===== src/hdl/fgs_regs.svh =====
`ifndef FGS_REGS_SVH
`define FGS_REGS_SVH

// Register bus geometry
`define FGS_ADDR_W 4
`define FGS_DATA_W 32
`define FGS_CNT_W 32

// Register byte offsets
`define FGS_OFF_CTRL 4'h0
`define FGS_OFF_SRC 4'h4
`define FGS_OFF_STAT 4'h8
`define FGS_OFF_COUNT 4'hc

// Control register fields
`define FGS_CTRL_INT_GATEN 0
`define FGS_CTRL_GATE_DRIVE 1
`define FGS_CTRL_ARM_INT 2
`define FGS_CTRL_PAR_HOFF 3
`define FGS_CTRL_SINGLE_EDGE_N 4
`define FGS_CTRL_FREQ_MODE 5
`define FGS_CTRL_W 6
`define FGS_CTRL_RST 6'h11

// Source select fields, three bits each
`define FGS_SRC_FREQ_LSB 0
`define FGS_SRC_START_LSB 3
`define FGS_SRC_STOP_LSB 6
`define FGS_SRC_W 9
`define FGS_SRC_RST 9'h000

// Status register fields
`define FGS_STAT_LATCH_LSB 0
`define FGS_STAT_MODE_LSB 8
`define FGS_STAT_PHASE_LSB 12

`endif


===== src/hdl/fgs_pkg.sv =====
package fgs_pkg;

  // Source codes of the start, stop and frequency selectors
  typedef enum logic [2:0] {
    FGS_SRC_A,
    FGS_SRC_A_INV,
    FGS_SRC_B,
    FGS_SRC_B_INV,
    FGS_SRC_CAL
  } fgs_src_t;

  // Gating modes as decoded from the control bits
  typedef enum logic [1:0] {
    FGS_MODE_FIXED,
    FGS_MODE_EXT_TRIG,
    FGS_MODE_EXT_GATE,
    FGS_MODE_SINGLE
  } fgs_mode_t;

  // Measurement phase
  typedef enum logic [1:0] {
    FGS_PH_IDLE,
    FGS_PH_ARMED,
    FGS_PH_COUNT,
    FGS_PH_DONE
  } fgs_phase_t;

endpackage


===== src/hdl/fgs_gate_sync.sv =====
`timescale 1ns/1ps
`include "fgs_regs.svh"
// Summary of operation
// - Start on second source edge after gate opens
// - Stop on second rising edge after gate falls
// - Cycle window opens when start is set
// - Stop feeds interval stop, closes cycle window
// - Single edge mode: first edge starts, stops
// - Three gating modes decoded: fixed, external gate, single
// - Self armed single period: three edges
// - External input passes XOR when gate select low
// - External gate opens on XOR edges, closes on them only with holdoff set
// - At least one full source cycle measured
// - Single edge mode bypasses first sync stage
// - Nine select bits pick A, B, polarity, cal
// - Frequency mode routes gate pulses to interval counter
// - Polarity chosen by inverted or true comparator
// - Lower channel counts source inside cycle window
module fgs_gate_sync (
  input wire logic core_clk_i,
  input wire logic srst_i,
  input wire logic [`FGS_ADDR_W-1:0] addr_i,
  input wire logic [`FGS_DATA_W-1:0] wdata_i,
  input wire logic wr_i,
  input wire logic rd_i,
  output logic [`FGS_DATA_W-1:0] rdata_o,
  input wire logic in_a_i,
  input wire logic in_a_n_i,
  input wire logic in_b_i,
  input wire logic in_b_n_i,
  input wire logic cal_1khz_i,
  input wire logic external_input_discriminated_i,
  input wire logic load_i,
  output logic freq_start_o,
  output logic freq_stop_o,
  output logic freq_gate_o,
  output logic ti_start_o,
  output logic ti_stop_o,
  output logic freq_src_o
);

  ////////////////////////////////////////////////////////////////////////////
  // Input synchronisers

  localparam int NSYNC = 7;
  logic [NSYNC-1:0] pin_raw;
  logic [NSYNC-1:0] meta_q;
  logic [NSYNC-1:0] sync_q;

  // Order: a, a_n, b, b_n, cal, ext, load
  assign pin_raw = {load_i, external_input_discriminated_i, cal_1khz_i,
                    in_b_n_i, in_b_i, in_a_n_i, in_a_i};

  // Two flops per pin; the first one is read only by the second
  genvar gi;
  generate
    for (gi = 0; gi < NSYNC; gi++) begin : g_sync
      always_ff @(posedge core_clk_i) begin
        if (srst_i) begin
          meta_q[gi] <= 1'b0;
          sync_q[gi] <= 1'b0;
        end else begin
          meta_q[gi] <= pin_raw[gi];
          sync_q[gi] <= meta_q[gi];
        end
      end
    end
  endgenerate

  logic ext_s;
  logic load_s;
  assign ext_s = sync_q[5];
  assign load_s = sync_q[6];

  ////////////////////////////////////////////////////////////////////////////
  // Source selection

  // Complementary comparator outputs give rising or falling edge trigger
  function automatic logic src_pick(input logic [2:0] sel, input logic [4:0] srcs);
    case (sel)
      fgs_pkg::FGS_SRC_A: src_pick = srcs[0];
      fgs_pkg::FGS_SRC_A_INV: src_pick = srcs[1];
      fgs_pkg::FGS_SRC_B: src_pick = srcs[2];
      fgs_pkg::FGS_SRC_B_INV: src_pick = srcs[3];
      fgs_pkg::FGS_SRC_CAL: src_pick = srcs[4];
      default: src_pick = 1'b0;
    endcase
  endfunction

  // Decode of the gating mode from the loose control bits
  function automatic fgs_pkg::fgs_mode_t mode_of(input logic [`FGS_CTRL_W-1:0] c);
    if (c[`FGS_CTRL_ARM_INT])
      mode_of = fgs_pkg::FGS_MODE_SINGLE;
    else if (!c[`FGS_CTRL_INT_GATEN])
      mode_of = fgs_pkg::FGS_MODE_EXT_GATE;
    else
      mode_of = fgs_pkg::FGS_MODE_FIXED;
  endfunction

  ////////////////////////////////////////////////////////////////////////////
  // Register file

  logic [`FGS_CTRL_W-1:0] ctrl_q;
  logic [`FGS_SRC_W-1:0] src_q;
  logic [`FGS_CNT_W-1:0] cnt_q;

  // Control and source select writes
  always_ff @(posedge core_clk_i) begin
    if (srst_i) begin
      ctrl_q <= `FGS_CTRL_RST;
      src_q <= `FGS_SRC_RST;
    end else if (wr_i) begin
      if (addr_i == `FGS_OFF_CTRL) begin
        ctrl_q <= wdata_i[`FGS_CTRL_W-1:0];
      end
      if (addr_i == `FGS_OFF_SRC) begin
        src_q <= wdata_i[`FGS_SRC_W-1:0];
      end
    end
  end

  logic int_gaten;
  logic gate_drive;
  logic arm_int;
  logic par_hoff;
  logic single_edge_n;
  logic freq_mode;
  assign int_gaten = ctrl_q[`FGS_CTRL_INT_GATEN];
  assign gate_drive = ctrl_q[`FGS_CTRL_GATE_DRIVE];
  assign arm_int = ctrl_q[`FGS_CTRL_ARM_INT];
  assign par_hoff = ctrl_q[`FGS_CTRL_PAR_HOFF];
  assign single_edge_n = ctrl_q[`FGS_CTRL_SINGLE_EDGE_N];
  assign freq_mode = ctrl_q[`FGS_CTRL_FREQ_MODE];

  logic [4:0] srcs;
  logic freq_src;
  logic start_src;
  logic stop_src;
  assign srcs = sync_q[4:0];
  assign freq_src = src_pick(src_q[`FGS_SRC_FREQ_LSB +: 3], srcs);
  assign start_src = src_pick(src_q[`FGS_SRC_START_LSB +: 3], srcs);
  assign stop_src = src_pick(src_q[`FGS_SRC_STOP_LSB +: 3], srcs);

  ////////////////////////////////////////////////////////////////////////////
  // Edge detection

  logic src_prev_q;
  logic gate_prev_q;
  logic load_prev_q;
  logic gate_sig;

  // Internal gate follows the drive bit; external passes the XOR
  assign gate_sig = int_gaten ? gate_drive
                              : (ext_s ^ gate_drive);

  always_ff @(posedge core_clk_i) begin
    if (srst_i) begin
      src_prev_q <= 1'b0;
      gate_prev_q <= 1'b0;
      load_prev_q <= 1'b0;
    end else begin
      src_prev_q <= freq_src;
      gate_prev_q <= gate_sig;
      load_prev_q <= load_s;
    end
  end

  logic src_rise;
  logic gate_open;
  logic gate_close;
  logic load_end;
  assign src_rise = freq_src & ~src_prev_q;
  // Rise of the true XOR output opens, rise of the inverted one closes
  assign gate_open = gate_sig & ~gate_prev_q;
  assign gate_close = ~gate_sig & gate_prev_q;
  assign load_end = ~load_s & load_prev_q;

  ////////////////////////////////////////////////////////////////////////////
  // Gate latches

  logic en_a_q;
  logic en_b_q;
  logic self_arm;
  logic close_now;

  // Self arming on load end, forced when the first stage is bypassed
  assign self_arm = load_end & (arm_int | ~single_edge_n);
  // With external gating and no holdoff the stop latch follows the start latch
  assign close_now = int_gaten ? gate_close
                               : (par_hoff ? gate_close : en_a_q);

  always_ff @(posedge core_clk_i) begin
    if (srst_i || load_s) begin
      en_a_q <= 1'b0;
      en_b_q <= 1'b0;
    end else begin
      if (self_arm || (!arm_int && gate_open)) begin
        en_a_q <= 1'b1;
      end
      // Close is only honoured once the gate is open
      if (self_arm || (!arm_int && en_a_q && close_now)) begin
        en_b_q <= 1'b1;
      end
    end
  end

  ////////////////////////////////////////////////////////////////////////////
  // Synchronisation stages

  logic s1a_q;
  logic s1b_q;
  logic start_q;
  logic stop_q;
  logic stage_a;
  logic stage_b;

  // In single edge mode the first stage is skipped
  assign stage_a = single_edge_n ? s1a_q : en_a_q;
  assign stage_b = single_edge_n ? s1b_q : en_b_q;

  // First stage: one source edge after the latch
  always_ff @(posedge core_clk_i) begin
    if (srst_i || load_s) begin
      s1a_q <= 1'b0;
      s1b_q <= 1'b0;
    end else if (src_rise) begin
      if (en_a_q) begin
        s1a_q <= 1'b1;
      end
      // Stop stage is held in reset until the start stage is set
      if (en_b_q && s1a_q) begin
        s1b_q <= 1'b1;
      end
    end
  end

  // Second stage: start, then stop, never on the same edge
  always_ff @(posedge core_clk_i) begin
    if (srst_i || load_s) begin
      start_q <= 1'b0;
      stop_q <= 1'b0;
    end else if (src_rise) begin
      if (stage_a) begin
        start_q <= 1'b1;
      end
      // Stop needs start already set, so a whole cycle lies between
      if (stage_b && start_q) begin
        stop_q <= 1'b1;
      end
    end
  end

  ////////////////////////////////////////////////////////////////////////////
  // Cycle window and lower counting channel

  logic gate_win;
  assign gate_win = start_q & ~stop_q;

  // Counts source edges inside the window; load clears it
  always_ff @(posedge core_clk_i) begin
    if (srst_i || load_s) begin
      cnt_q <= '0;
    end else if (gate_win && src_rise) begin
      cnt_q <= cnt_q + `FGS_CNT_W'(1);
    end
  end

  ////////////////////////////////////////////////////////////////////////////
  // Phase tracking

  fgs_pkg::fgs_phase_t phase_q;

  always_ff @(posedge core_clk_i) begin
    if (srst_i || load_s) begin
      phase_q <= fgs_pkg::FGS_PH_IDLE;
    end else begin
      case (phase_q)
        fgs_pkg::FGS_PH_IDLE: begin
          if (en_a_q) begin
            phase_q <= fgs_pkg::FGS_PH_ARMED;
          end
        end
        fgs_pkg::FGS_PH_ARMED: begin
          if (start_q) begin
            phase_q <= fgs_pkg::FGS_PH_COUNT;
          end
        end
        fgs_pkg::FGS_PH_COUNT: begin
          if (stop_q) begin
            phase_q <= fgs_pkg::FGS_PH_DONE;
          end
        end
        fgs_pkg::FGS_PH_DONE: begin
          phase_q <= fgs_pkg::FGS_PH_DONE;
        end
        default: phase_q <= fgs_pkg::FGS_PH_IDLE;
      endcase
    end
  end

  ////////////////////////////////////////////////////////////////////////////
  // Outputs, all registered

  // Registering costs one cycle but keeps the outputs glitch free
  always_ff @(posedge core_clk_i) begin
    if (srst_i) begin
      freq_start_o <= 1'b0;
      freq_stop_o <= 1'b0;
      freq_gate_o <= 1'b0;
      ti_start_o <= 1'b0;
      ti_stop_o <= 1'b0;
      freq_src_o <= 1'b0;
    end else begin
      freq_start_o <= start_q;
      freq_stop_o <= stop_q;
      freq_gate_o <= gate_win;
      ti_start_o <= freq_mode ? start_q : start_src;
      ti_stop_o <= freq_mode ? stop_q : stop_src;
      freq_src_o <= freq_src;
    end
  end

  ////////////////////////////////////////////////////////////////////////////
  // Read port

  logic [`FGS_DATA_W-1:0] stat_word;
  fgs_pkg::fgs_mode_t mode_now;

  // Fixed and delayed gates differ only in the drive bit timing
  assign mode_now = mode_of(ctrl_q);

  always_comb begin
    stat_word = '0;
    stat_word[`FGS_STAT_LATCH_LSB +: 7] = {gate_win, stop_q, start_q, s1b_q, s1a_q,
                                           en_b_q, en_a_q};
    stat_word[`FGS_STAT_MODE_LSB +: 2] = mode_now;
    stat_word[`FGS_STAT_PHASE_LSB +: 2] = phase_q;
  end

  // Data stand in the cycle after the strobe; unmapped reads give zero
  always_ff @(posedge core_clk_i) begin
    if (srst_i) begin
      rdata_o <= '0;
    end else if (rd_i) begin
      case (addr_i)
        `FGS_OFF_CTRL: rdata_o <= {{(`FGS_DATA_W-`FGS_CTRL_W){1'b0}}, ctrl_q};
        `FGS_OFF_SRC: rdata_o <= {{(`FGS_DATA_W-`FGS_SRC_W){1'b0}}, src_q};
        `FGS_OFF_STAT: rdata_o <= stat_word;
        `FGS_OFF_COUNT: rdata_o <= cnt_q;
        default: rdata_o <= '0;
      endcase
    end else begin
      rdata_o <= '0;
    end
  end

endmodule // fgs_gate_sync


===== config.mk =====
export PLATFORM = sky130hd
export DESIGN_NAME = fgs_gate_sync
export DESIGN_NICKNAME = d
export VERILOG_FILES = /design/src/hdl/fgs_pkg.sv /design/src/hdl/fgs_gate_sync.sv
export VERILOG_INCLUDE_DIRS = /design/src /design/src/hdl
export SDC_FILE = /design/constraint.sdc
export NUM_CORES = 1
export LEC_CHECK = 0
export BUFFER_PORTS_ARGS = -buffer_cell sky130_fd_sc_hd__buf_2
export CORE_ASPECT_RATIO = 0.6
export CORE_MARGIN = 2
export CORE_UTILIZATION = 55
export DETAILED_ROUTE_END_ITERATION = 16
export PLACE_DENSITY_LB_ADDON = 0.25
export SLEW_MARGIN = 0
export SYNTH_ARGS = -nofsm -noshare
export SYNTH_HDL_FRONTEND = slang
export SYNTH_SLANG_ARGS = --single-unit

===== constraint.sdc =====
create_clock -name core_clk_i -period 3 [get_ports core_clk_i]
set_input_delay 0 -clock core_clk_i [delete_from_list [all_inputs] [get_ports core_clk_i]]
set_output_delay 0 -clock core_clk_i [all_outputs]
set_load 0.01 [all_outputs]

==> After elaboration in Yosys (flattened, before gate mapping) <==
Index checks and enable logic that the tools add are counted.
{ "word_totals": {"ff_bits": 109, "elab_cells": 110, "output_inout_bits": 38} }
{ "op_classes": {"n_bitwise": 15, "n_reduce_logical": 23, "mux": 17, "n_eq_ne": 21, "add_sub_neg": 1} }
{ "ops": {"columns": ["operator", "count"], "rows": [
  ["32-bit one-hot mux with 4 select lines", 1],
  ["32-bit by 1-bit adder with 32-bit output, second input constant", 1],
  ["3-bit by 2-bit equality test with 1-bit output, second input constant", 6],
  ["1-bit one-hot mux with 5 select lines", 3],
  ["2-bit AND reduction", 6],
  ["2-bit two-way mux", 5],
  ["3-bit by 1-bit equality test with 1-bit output, second input constant", 3],
  ["3-bit equality test, second input constant", 3],
  ["3-bit logical NOT", 3],
  ["4-bit equality test, second input constant", 2],
  ["2-bit one-hot mux with 4 select lines", 1],
  ["1-bit two-way mux", 7],
  ["1-bit inverter", 7],
  ["1-bit bitwise AND", 6],
  ["1-bit logical AND", 6],
  ["2-bit != test, second input constant", 3],
  ["2-bit equality test, second input constant", 2],
  ["4-bit by 3-bit equality test with 1-bit output, second input constant", 1],
  ["4-bit logical NOT", 1],
  ["1-bit logical OR", 3],
  ["3-bit AND reduction", 1],
  ["2-bit by 1-bit equality test with 1-bit output, second input constant", 1],
  ["2-bit logical NOT", 1],
  ["2-bit OR reduction", 1],
  ["other kinds (3)", 3]
]} }

==> Longest topological paths before layout <==
{ "depth": {"word_depth": 8, "depth_mapped": 7, "ltp_nobuf": 6} }

==> Worst setup path before layout <==
OpenSTA, ideal clock, no wires.
{ "synth_timing": {"path_type": "register -> register", "start": "register src_q[0]", "end": "register cnt_q[2]", "setup_ns": 0.116, "stages_incl_launch_ff": 6, "setup_slack_ns": 1.105, "t_arrival_ns": 1.779, "synth_period_minus_slack_ns": 1.895, "cell_sequence": "dfxtp_1 -> mux2_2 -> a22oi_2 -> buf_2 -> a21oi_1 -> a31o_2"} }
{ "synth_via": {"elab_chain_len": 4, "word_cells_on_any_way": 8, "classes_between": "4 x eq/ne; 1 x mux; 1 x bitwise; 2 x reduce/logical"} }
{ "synth_lines": {"columns": ["element", "line_no", "source"], "rows": [
  ["from (decl)", "fgs_gate_sync.sv:104", "logic [`FGS_SRC_W-1:0] src_q;"],
  ["from (signal assigned)", "fgs_gate_sync.sv:111", "src_q <= `FGS_SRC_RST;"],
  ["from (signal assigned)", "fgs_gate_sync.sv:117", "src_q <= wdata_i[`FGS_SRC_W-1:0];"],
  ["3-bit equality test (tied with other cells)", "fgs_gate_sync.sv:80", "case (sel)"],
  ["1-bit one-hot mux with 5 select lines *", "fgs_gate_sync.sv:80", null],
  ["1-bit bitwise AND *", "fgs_gate_sync.sv:172", "assign src_rise = freq_src & ~src_prev_q;"],
  ["1-bit logical AND *", "fgs_gate_sync.sv:263", "end else if (gate_win && src_rise) begin"],
  ["to (signal assigned)", "fgs_gate_sync.sv:264", "cnt_q <= cnt_q + `FGS_CNT_W'(1);"],
  ["to (decl)", "fgs_gate_sync.sv:105", "logic [`FGS_CNT_W-1:0] cnt_q;"]
]} }
Every way passes the cells marked *; elsewhere a longest branch is shown, timed or not.
A chain may end at the register's enable or synchronous reset.

==> Worst setup path in the final report <==
{ "layout_timing": {"start": "register src_q[0]", "end": "register cnt_q[19]"} }
The elaborated chain is that of the path after synthesis.

==> impl_metrics.tcl <==
set metrics [dict create \
    grt_antenna_before_repair 0 \
    yosysUniqueCellTypes 46 \
    drt_iter0_drc 334 \
    cpPeakStageDelay_ns 0.69 \
    cp-startpoint "src_q[0]$_SDFFE_PP0P_" \
    grt_pass1_vias 3191 \
    power_leakage_nw 2.11 \
    startpoint_type "flop" \
    wl_mm 10.3 \
    grt_max_degree 42 \
    drt_first_pass_iters 5 \
    hold_viol 0 \
    critPathCaptureType "flop" \
    rsz0062_at_grt "no" \
    layout_common_cells "dfxtp_1 (109), nor2_1 (74), buf_2 (61), xnor2_1 (27), and2_1 (23)" \
    netlist_top_cells_area "dfxtp_1 (49%), nor2_1 (6.2%), xnor2_1 (5.3%), mux2i_1 (4.2%), mux4_2 (4.0%)" \
    layout-drive-gt1-share_pct 23.1 \
    fin_tns_setup_ns 0 \
    drc 0 \
    rows 25 \
    pwr_density_cell_nw_per_um2 531 \
    cts_sinks 109 \
    top_layer_used "met4" \
    arrival_ns 2.64 \
    rr_startpoint "src_q[0]$_SDFFE_PP0P_" \
    synth.top_cell.area_share_pct 48.6 \
    netlist_area_um2 4490 \
    worstMarginPinSlew_ns 0.849 \
    grt_usage_pct 24.6 \
    coreArea_um2 7910 \
    max-cap-violations 0 \
    setup_viol 0 \
    area_growth_pct 19.0 \
    drt-vias-per-instance 5.57 \
    relSlewSlack_pct 43.4 \
    grt_first_pass_wirelength_mm 16.5 \
    grt_overflow_total 0 \
    layout_commonest_cell "dfxtp_1" \
    die_area_um2 8930 \
    ys_warn_count 0 \
    critPathKind "flop to flop" \
    cts.clk_slew.worst_paths_ns 0.07 \
    path_max_fanout 18 \
    met3WireLength_um 837 \
    wl_met2_mm 4.56 \
    worst_slack_ns 0.561 \
    worstHoldStart "rd_i" \
    cts_made_buffers 9 \
    fin_nets 561 \
    async_flop_share_pct 0 \
    die_h_um 74.0 \
    critical-path-top-delay-family "compound AO/OA/AOI/OAI gates" \
    clk_latency_ns 0.35 \
    wire_per_inst_um 16.5 \
    outcome "completed" \
    place.gp.congestion 0.836 \
    path_cells "mux2_2 -> a22oi_2 -> buf_4 -> a2111oi_2 -> xnor2_1 -> nor2_1" \
    syn_inst 441 \
    hp-class "input port to flop" \
    die_w_um 121 \
    skew_ns 0.00558 \
    portBuffers 61 \
    postSynthAreaPerCell_um2 10.2 \
    n_antenna_cell 0 \
    syn-num-nets 489 \
    post_cts_buffers 0 \
    hpwl_mm 7.02 \
    h-tree-depth 3 \
    timing.fmax_mhz 410 \
    slew_violations 0 \
    peakVddDrop_mv 0.301 \
    synth_top_area_cell "dfxtp_1" \
    synth-edff-count 0 \
    cts_root_buffer "clkbuf_16" \
    num_vias 3472 \
    synth-seq-cells 109 \
    cts_buffer_depth 2 \
    pre_cts_ws_ns 0.644 \
    ioPinCount 85 \
    ys.flop_type "dfxtp_1" \
    cts_tree "done" \
    period_share_pct 81.3 \
    cp.required_ns 3.20 \
    critical_path.slowest_cell "a22oi_2" \
    timing.critical_path.buf_inv 1 \
    initial_core_util_pct 56.8 \
    antenna_left 0 \
    ys_seq_area_share_pct 48.6 \
    wl_met1_mm 4.78 \
    period_needed_ns 2.44 \
]
metal layers:
layer,global-route usage [%],vias up
li1,-,1679
met1,33.1,1658
met2,38.2,121
met3,8.28,14
met4,7.36,0
met5,0,-
synth_stat cells (3+ instances only):
cell,count
a31o_2,3
buf_2,7
nand2_1,21
a2111oi_0,7
nor3_1,7
nor2_1,74
nor2b_1,19
dfxtp_1,109
and2_1,23
nand3_1,13
a21oi_1,14
xnor2_1,27
inv_1,11
nand2b_1,3
and4_1,4
mux2i_1,19
a2111oi_2,9
a2111oi_4,3
mux4_2,8
a31oi_1,4
a211oi_1,8
clkbuf_1,13
mux2_2,4
tightest hold or removal path, stage by stage:
cell and delay (ns):
buf_2 0.10, nand3b_1 0.15, nor2_1 0.06
cells by family after synthesis:
group,share of synthesized area (%)
multiplexers,9.24
buffers and inverters,3.20
adder cells (fa/ha/maj),0.278
XOR/XNOR,5.26
AND/OR/NAND/NOR,20.9
flip-flops,48.6
AO/OA/AOI/OAI,12.5
state kept, by name (all words and copies together), names as in the netlist, 2 cells and up:
register / count
cnt_q: 32
ctrl_q: 6
phase_q: 2
meta_q: 7
srcs: 5
rdata_o: 32
src_q: 9
path summary, 6_finish.rpt:
kind / endpoint / slack [ns] / cells after the start
hold reg to reg: load_s$_SDFF_PP0_ / 0.44 / 1
setup / recovery: cnt_q[19]$_SDFFE_PP0P_ / 0.56 / 6
setup reg to reg: cnt_q[19]$_SDFFE_PP0P_ / 0.56 / 6
hold / removal: rdata_o[6]$_SDFF_PP0_ / 0.01 / 3
per-stage QoR:
stage          instances  total power, mW  area, um^2  utilization (%)  hold WS, ns
2_1_floorplan        441             1.57        4490                -        0.128
3_3_place_gp         594             1.60        4880             61.7        0.211
3_5_place_dp         594             1.61        4880             61.7        0.214
4_1_cts              623             2.85        5350             67.6      0.00112
5_1_grt              623             2.91        5350             67.6       0.0219
6_report             623             2.84        5350             67.6       0.0130
where the power goes:
group	switching [mW]	leakage, nW	internal, mW
Combinational	0.0659	1.08	0.0556
Sequential	0.0112	0.881	1.46
Clock	0.506	0.148	0.741
Total	0.583	2.11	2.26
layout make-up:
cell class	count	area, um^2
clock buffer	11	243
clock inverter	2	60.1
fill	620	2570
inverter	11	41.3
multi-input combinational	298	2170
sequential	109	2180
tap	108	135
timing repair buffer	84	518
repair_timing:
action                                 4_1_cts  5_1_grt
gates resized for setup                      0        0
hold buffers                                16        0
endpoints found under the hold margin       21        0
setup endpoints to repair                    0        0
No activity file was read; power rests on OpenSTA's default activity.
